**config.mk**
```make
export PLATFORM = sky130hd
export DESIGN_NAME = pirq_flag_regs
export DESIGN_NICKNAME = d
export VERILOG_FILES = /design/src/logic/pirq_pkg.sv /design/src/logic/pirq_flag_regs.sv
export SDC_FILE = /design/constraint.sdc
export NUM_CORES = 1
export LEC_CHECK = 0
export BUFFER_PORTS_ARGS = -buffer_cell sky130_fd_sc_hd__buf_2
export CORE_MARGIN = 1.5
export CORE_UTILIZATION = 34
export DETAILED_ROUTE_END_ITERATION = 10
export PLACE_DENSITY = 0.86
export SYNTH_ARGS = -nofsm -noshare
export SYNTH_HDL_FRONTEND = slang
export SYNTH_SLANG_ARGS = --single-unit
```
**constraint.sdc**
```tcl
create_clock -name clk_i -period 2 [get_ports clk_i]
set_input_delay 0.4 -clock clk_i [delete_from_list [all_inputs] [get_ports clk_i]]
set_output_delay 0.4 -clock clk_i [all_outputs]
set_load 0.02 [all_outputs]
```
**src/logic/pirq_pkg.sv**
```systemverilog
// package: register map, field positions and encodings of the peripheral irq flag block
package pirq_pkg;

    ////////////////////////////////////////////////////////////////////////////////
    // bus shape
    localparam int unsigned ADR_W  = 8;
    localparam int unsigned DAT_W  = 32;
    localparam int unsigned REG_W  = 8;

    ////////////////////////////////////////////////////////////////////////////////
    // register offsets (byte addresses)
    localparam logic [ADR_W-1:0] FLAGS_OFS   = 8'h0c;
    localparam logic [ADR_W-1:0] ENABLES_OFS = 8'h8c;

    ////////////////////////////////////////////////////////////////////////////////
    // field positions, shared by flags and enables
    localparam int unsigned WIDE_OVF_BIT     = 0;
    localparam int unsigned PERIOD_MATCH_BIT = 1;
    localparam int unsigned CAPCMP_BIT       = 2;
    localparam int unsigned CONV_DONE_BIT    = 6;

    // implemented positions; bit 7 and bits 5..3 stay zero
    localparam logic [REG_W-1:0] IMPL_MASK = 8'h47;

    ////////////////////////////////////////////////////////////////////////////////
    // reset values
    localparam logic [REG_W-1:0] FLAGS_RST   = 8'h00;
    localparam logic [REG_W-1:0] ENABLES_RST = 8'h00;

    ////////////////////////////////////////////////////////////////////////////////
    // capture/compare unit modes
    typedef enum logic [1:0] {
        CAPCMP_OFF,
        CAPCMP_CAPTURE,
        CAPCMP_COMPARE,
        CAPCMP_PWM
    } pirq_capcmp_mode_type;

endpackage

```
**src/logic/pirq_flag_regs.sv**
```systemverilog
// peripheral interrupt flag and enable registers behind a classic wishbone slave
//
// Notes on behaviour
// a flag sets on its event whatever its own enable or the global enable.
// software should clear a flag before setting its enable bit.
// converter-done flag, bit 6, sets on conversion end, held until written zero.
// capture mode: bit 2 sets on timer capture, held; unused in pulse-width mode.
// compare mode: bit 2 sets on timer compare match, held until cleared.
// bit 1 sets when period timer count equals period value, held until cleared. The code sets it only in the cycle equality begins, not while it lasts.
// bit 0 sets on wide timer overflow, held until written zero.
// bit 7 and bits 5..3 always read zero; writes there do nothing.
// enable register, same layout, lets a set flag raise the interrupt request.
// flags and enables reset to zero; a write stores the written value.
// an event in the same cycle as a software clear wins.
//
// Our own choice: the Wishbone interface to the registers.
module pirq_flag_regs
    import pirq_pkg::*;
(
    // clock and reset
    input  wire logic                 clk_i,
    input  wire logic                 rst_i,
    // wishbone slave
    input  wire logic                 cyc_i,
    input  wire logic                 stb_i,
    input  wire logic                 we_i,
    input  wire logic [ADR_W-1:0]     adr_i,
    input  wire logic [DAT_W/8-1:0]   sel_i,
    input  wire logic [DAT_W-1:0]     dat_i,
    output logic      [DAT_W-1:0]     dat_o,
    output logic                      ack_o,
    // peripheral events
    input  wire logic                 conv_done_i,
    input  wire logic                 capture_i,
    input  wire logic                 compare_match_i,
    input  wire logic [1:0]           capcmp_mode_i,
    input  wire logic [REG_W-1:0]     period_timer_i,
    input  wire logic [REG_W-1:0]     period_value_i,
    input  wire logic                 wide_timer_ovf_i,
    // interrupt request
    output logic                      irq_o
);

    ////////////////////////////////////////////////////////////////////////////////
    // declarations
    logic [REG_W-1:0]     flags_q;
    logic [REG_W-1:0]     flags_d;
    logic [REG_W-1:0]     enables_q;
    logic [REG_W-1:0]     enables_d;
    logic [REG_W-1:0]     events;
    logic [REG_W-1:0]     rd_val;
    logic                 ack_q;
    logic [DAT_W-1:0]     dat_q;
    logic                 req;
    logic                 wr_commit;
    logic                 wr_flags;
    logic                 wr_enables;
    logic                 period_eq;
    logic                 period_eq_q;
    logic                 capture_evt;
    logic                 compare_evt;
    pirq_capcmp_mode_type capcmp_mode;

    assign capcmp_mode = pirq_capcmp_mode_type'(capcmp_mode_i);

    ////////////////////////////////////////////////////////////////////////////////
    // wishbone handshake
    // ack one cycle after the request; writes commit at the edge that samples ack,
    // so the master's held data is the data stored
    assign req       = cyc_i && stb_i;
    assign wr_commit = req && we_i && ack_q && sel_i[0];
    assign wr_flags   = wr_commit && (adr_i == FLAGS_OFS);
    assign wr_enables = wr_commit && (adr_i == ENABLES_OFS);

    always_ff @(posedge clk_i) begin
        if (rst_i) begin
            ack_q <= 1'b0;
        end else begin
            ack_q <= req && !ack_q;
        end
    end

    // unmapped addresses are acknowledged and read zero
    always_comb begin
        if (adr_i == FLAGS_OFS) begin
            rd_val = flags_q & IMPL_MASK;
        end else if (adr_i == ENABLES_OFS) begin
            rd_val = enables_q & IMPL_MASK;
        end else begin
            rd_val = '0;
        end
    end

    always_ff @(posedge clk_i) begin
        if (rst_i) begin
            dat_q <= '0;
        end else if (req && !ack_q) begin
            dat_q <= {{(DAT_W-REG_W){1'b0}}, rd_val};
        end
    end

    assign ack_o = ack_q;
    assign dat_o = dat_q;

    ////////////////////////////////////////////////////////////////////////////////
    // event detection
    // period match taken on the rising edge of equality, so a match that lasts
    // several cycles does not refill a flag that software just cleared
    assign period_eq   = (period_timer_i == period_value_i);
    assign capture_evt = capture_i && (capcmp_mode == CAPCMP_CAPTURE);
    assign compare_evt = compare_match_i && (capcmp_mode == CAPCMP_COMPARE);

    always_ff @(posedge clk_i) begin
        if (rst_i) begin
            period_eq_q <= 1'b1;
        end else begin
            period_eq_q <= period_eq;
        end
    end

    always_comb begin
        events                   = '0;
        events[CONV_DONE_BIT]    = conv_done_i;
        events[CAPCMP_BIT]       = capture_evt || compare_evt;
        events[PERIOD_MATCH_BIT] = period_eq && !period_eq_q;
        events[WIDE_OVF_BIT]     = wide_timer_ovf_i;
    end

    ////////////////////////////////////////////////////////////////////////////////
    // flag register
    // events are or-ed in after the write so a clear never hides a new event
    always_comb begin
        flags_d = flags_q;
        if (wr_flags) begin
            flags_d = dat_i[REG_W-1:0];
        end
        flags_d = (flags_d | events) & IMPL_MASK;
    end

    always_ff @(posedge clk_i) begin
        if (rst_i) begin
            flags_q <= FLAGS_RST;
        end else begin
            flags_q <= flags_d;
        end
    end

    ////////////////////////////////////////////////////////////////////////////////
    // enable register
    always_comb begin
        enables_d = enables_q;
        if (wr_enables) begin
            enables_d = dat_i[REG_W-1:0] & IMPL_MASK;
        end
    end

    always_ff @(posedge clk_i) begin
        if (rst_i) begin
            enables_q <= ENABLES_RST;
        end else begin
            enables_q <= enables_d;
        end
    end

    ////////////////////////////////////////////////////////////////////////////////
    // interrupt request: level, high while any enabled flag is set
    assign irq_o = |(flags_q & enables_q);
endmodule

```
Word level (Yosys, flattened, before mapping)

Cells that the tools add are included.

Register bits after elaboration: 18
Bits in latches: 0
RAM bits: 0
Memory bits (read-only): 0
Input bits: 71
Output and inout port bits: 34
Word-level logic and storage cells: 29
Memories kept: 0

Add/subtract/negate cells: 0
Multipliers: 0
Div/mod/pow operators: 0
Order comparisons: 0
Eq/ne operators: 5
Shift-type cells: 0
Mux-type cells: 3
Bitwise logic cells: 2
Reductions and logical operators: 14

Operator list:

| cell               | count |
|---|---|
| $mux 7             | 2 |
| $logic_and 1x1->1  | 10 |
| $eq 8x4->1 const B | 1 |
| $eq 8x8->1         | 1 |
| $eq 8x8->1 const B | 1 |
| $mux 8             | 1 |
| $reduce_or 8->1    | 1 |
| $and 7x7->7        | 1 |
| $or 7x7->7         | 1 |
| $eq 2x1->1 const B | 1 |
| $eq 2x2->1 const B | 1 |
| $logic_not 1->1    | 2 |
| $logic_or 1x1->1   | 1 |

Longest topological paths before layout

Depth after elaboration: 7
Gate-level depth with buffers: 5
Depth with buffers taken out: 4

Worst setup path after synthesis

Ideal clock, no wire load.

Kind: in2reg
Start point: in adr_i[1]
End point: reg flags_q[2]
Library setup time: 0.122 ns
Arrival: 1.654 ns
Setup slack: 0.224 ns
Stages: 5
Cell sequence: or3_4 or4_4 buf_6 mux2i_1 a31oi_1

Word-level cells in the longest chain between the ends: 4

RTL lines:

| element              | line                  | RTL |
|---|---|---|
| start, declared      | pirq_flag_regs.sv:27  | `input wire logic [ADR_W-1:0] adr_i,` |
| $eq 8x4->1           | pirq_flag_regs.sv:72  | `assign wr_flags = wr_commit && (adr_i == FLAGS_OFS);` |
| $logic_and 1x1->1    | pirq_flag_regs.sv:72  |  |
| $mux 7               | pirq_flag_regs.sv:134 | `if (wr_flags) begin` |
| $or 7x7->7           | pirq_flag_regs.sv:137 | `flags_d = (flags_d \| events) & IMPL_MASK;` |
| end signal, assigned | pirq_flag_regs.sv:144 | `flags_q <= flags_d;` |
| end, declared        | pirq_flag_regs.sv:46  | `logic [REG_W-1:0] flags_q;` |

No other way between the ends.
A chain may end at the register's enable or synchronous reset.

Final worst setup path

Ends and elaborated chain as after synthesis.

==> summary.md <==
| Metric | Value |
|---|---|
| CP peak stage delay | 0.59 ns |
| CTS tree | done |
| Number of global-route vias before repair | 722 |
| ANT cells | 0 |
| CTS Sinks | 14 |
| Cell count after placement | 175 |
| Antenna-violating nets left | 0 |
| Crit. End Element | flip-flop |
| Area grow syn2layout | 18.0% |
| WL/cell | just under 10 um |
| Final worst-path cycle share | 80.9% |
| Row count | 18 |
| Slowest stage cell, crit path | or4_4 |
| Routed wire length | 1710 um |
| CTS max path bufs | 2 |
| Count leader, synth | buf_4 |
| Highest Signal Layer | met4 |
| Latest clock arrival within the worst-skew pair | 0.28 ns |
| Final min period | between 1.5 and 2 ns |
| Die Height | 55.5 um |
| Seq cells post-synth | 14 |
| Worst Setup SP | adr_i[1] |
| First-pass DRT Iterations | 4 |
| EDFF count, synth | 0 |
| Final setup margin | 0.381 ns |
| Crit-path max FO | 6 |
| Setup Slack @ Placement | a little over 0.08 ns |
| Initial antenna violation count | 0 |
| Pwr Total | 572 uW |
| Post-CTS Repair Setup Buffers | 0 |
| Setup Viol. Count Final | 0 |
| P_leak | 0.000563 uW |
| Worst hold path type | input port to flip-flop |
| Root buffer cell | clkbuf_4 |
| Clock Pin Slew Worst Setup and Hold Paths | 0.07 ns |
| Core outline area | 2540 sq um |
| Non-Filler Instances | roughly 180 |
| Cells along the critical path | buf_2 > or3_4 > or4_4 > mux2i_1 > a31oi_1 |
| Die Width | 55.5 um |
| Die footprint | 3080 sq um |
| Total track usage | a little under an eighth |
| Largest net degree at the start of global routing | 15 |
| Max-Cap Viols | 0 |
| Synth area leaders | dfxtp_1 (30%), buf_4 (22%), xor2_1 (7.5%) |
| First DRT Iteration DRCs | 21 |
| Final setup skew | roughly 0.0048 ns |
| Via density per instance | 4.37 |
| Fillcell total | 274 |
| Critical path data required time | 2.16 ns |
| Syn Inst Count | 102 |
| Setup tns final | 0 ns |
| Layout cells sized above 1 | 37.8% |
| WL met1 | 686 um |
| Final Hold Violating Endpoints | 0 |
| TritonCTS Buffers | 3 |
| Fin. max-slew vios | 0 |
| # H-tree levels | 1 |
| Total gr overflow | 0 |
| Initial Utilization | 36.8% |
| CTS Hold Bufs | 0 |
| Setup CP Type | input port to flip-flop |
| Share of the synthesized area in the top cell type | about 30% |
| Synth Area per Inst | 9.19 sq um |
| I/O Pins | 105 |
| Core Util, Final | a little over two fifths |
| Routed wire length on met2 | 804 um |
| Worst VDD drop | 0.000220 V |
| Crit path launch type | input port |
| Count of input and output buffers | 45 |
| First-pass GRT wire length | 2850 um |
| Sequential share of the synthesized area | approximately 30% |
| Met3 wire length | 181 um |
| Drt drc | 0 |
| Ys async rst share | 0% |
| Total number of vias | 778 |
| Unique cell type count in the Yosys netlist | 24 |
| Hold Path Origin | dat_i[2] |
| Critical path arrival | 1.78 ns |
| HPWL Detailed | 1510 um |
| Post-Syn Area | 937 sq um |
| Crit Reg-Reg Startpoint | ack_o |
| Ys flop type | dfxtp_1 |
| Status | finished, final reports clean |
| RSZ-0062 raised after global routing | false |
| Post-synth top area cell | dfxtp_1 |
| Nets | 221 |
| Routability cong. | about 0.75 |
| Post-CTS sizing | 0 |
| Most instantiated cells after synthesis | buf_4 (28), dfxtp_1 (14), nor2_1 (11) |
| Synth warn | 0 |
| Pwr Density | 517 nW/um^2 |
| FMAX | 618 MHz |
==> routing by layer <==
metal	GRT usage, %	vias up
li1	-	390
met1	12.4	336
met2	20.2	47
met3	3.51	5
met4	6.27	0
met5	0	-
==> state kept, by name, summed over array words and instances (netlist names) <==
register,cells
dat_o,4
enables_q,4
flags_q,4
ack_o,1
period_eq_q,1
==> through the flow <==
stage / hold slack [ns] / area (sq um)
3_3_place_gp: 0.474 / 1080
4_1_cts: 0.376 / 1110
2_1_floorplan: 0.467 / 1040
5_1_grt: 0.401 / 1110
6_report: 0.378 / 1110
3_5_place_dp: 0.485 / 1080
==> cells by family (layout without fill, tap and decap cells) <==
logic type                count (synthesis)  count (layout)  share of synthesized area [%]
muxes                                    10              10                           11.2
DFF                                      14              14                           29.9
AOI/OAI and AO/OA                        11              11                           8.41
and+or+nand+nor                          28              28                           18.6
xor gates and xnor gates                  8               8                           7.48
other                                     1              28                          0.400
buffers and inverters                    30              49                           24.0
==> critical path: cells and delay by family <==
| family | cells | cell delay, ns |
|---|---|---|
| AND/OR/NAND/NOR | 2 | 1.00 |
| AO/OA/AOI/OAI | 1 | 0.09 |
| multiplexers | 1 | 0.18 |
| buffers and inverters | 1 | 0.10 |
==> worst paths after layout <==
check,endpoint,slack [ns],depth (start not counted)
hold / removal,enables_q[2],0.38,3
setup / recovery,flags_q[2],0.38,5
hold reg to reg,flags_q[1],0.49,2
setup reg to reg,flags_q[2],0.50,4
==> cells in the final DEF, fill, tap and decap left out, drive strengths merged, types with 2 or more instances in the layout <==
cell and count:
buf 46, dfxtp 14, nor2 11, a211oi 2, xor2 8, nor3 3
clkbuf 3, nor4 3, nand2 2, mux2 4, conb 28, mux2i 6
nand3b 4, a22oi 6
==> power breakdown <==
part           leakage (uW)  switching (uW)  total [uW]  internal, uW
clock             0.0000138            83.6         153          69.8
sequential         0.000114            4.02         289           285
combinational      0.000435            82.1         129          47.4
==> cell type report <==
type | instances | area [sq um] | share of cell area [%]
clock buffer | 3 | 22.5 | 2.04
tap | 30 | 37.5 | 3.39
multi-input combinational | 85 | 533 | 48.2
timing repair buffer | 46 | 233 | 21.0
sequential | 14 | 280 | 25.3
(Power assumes the default switching activity.)
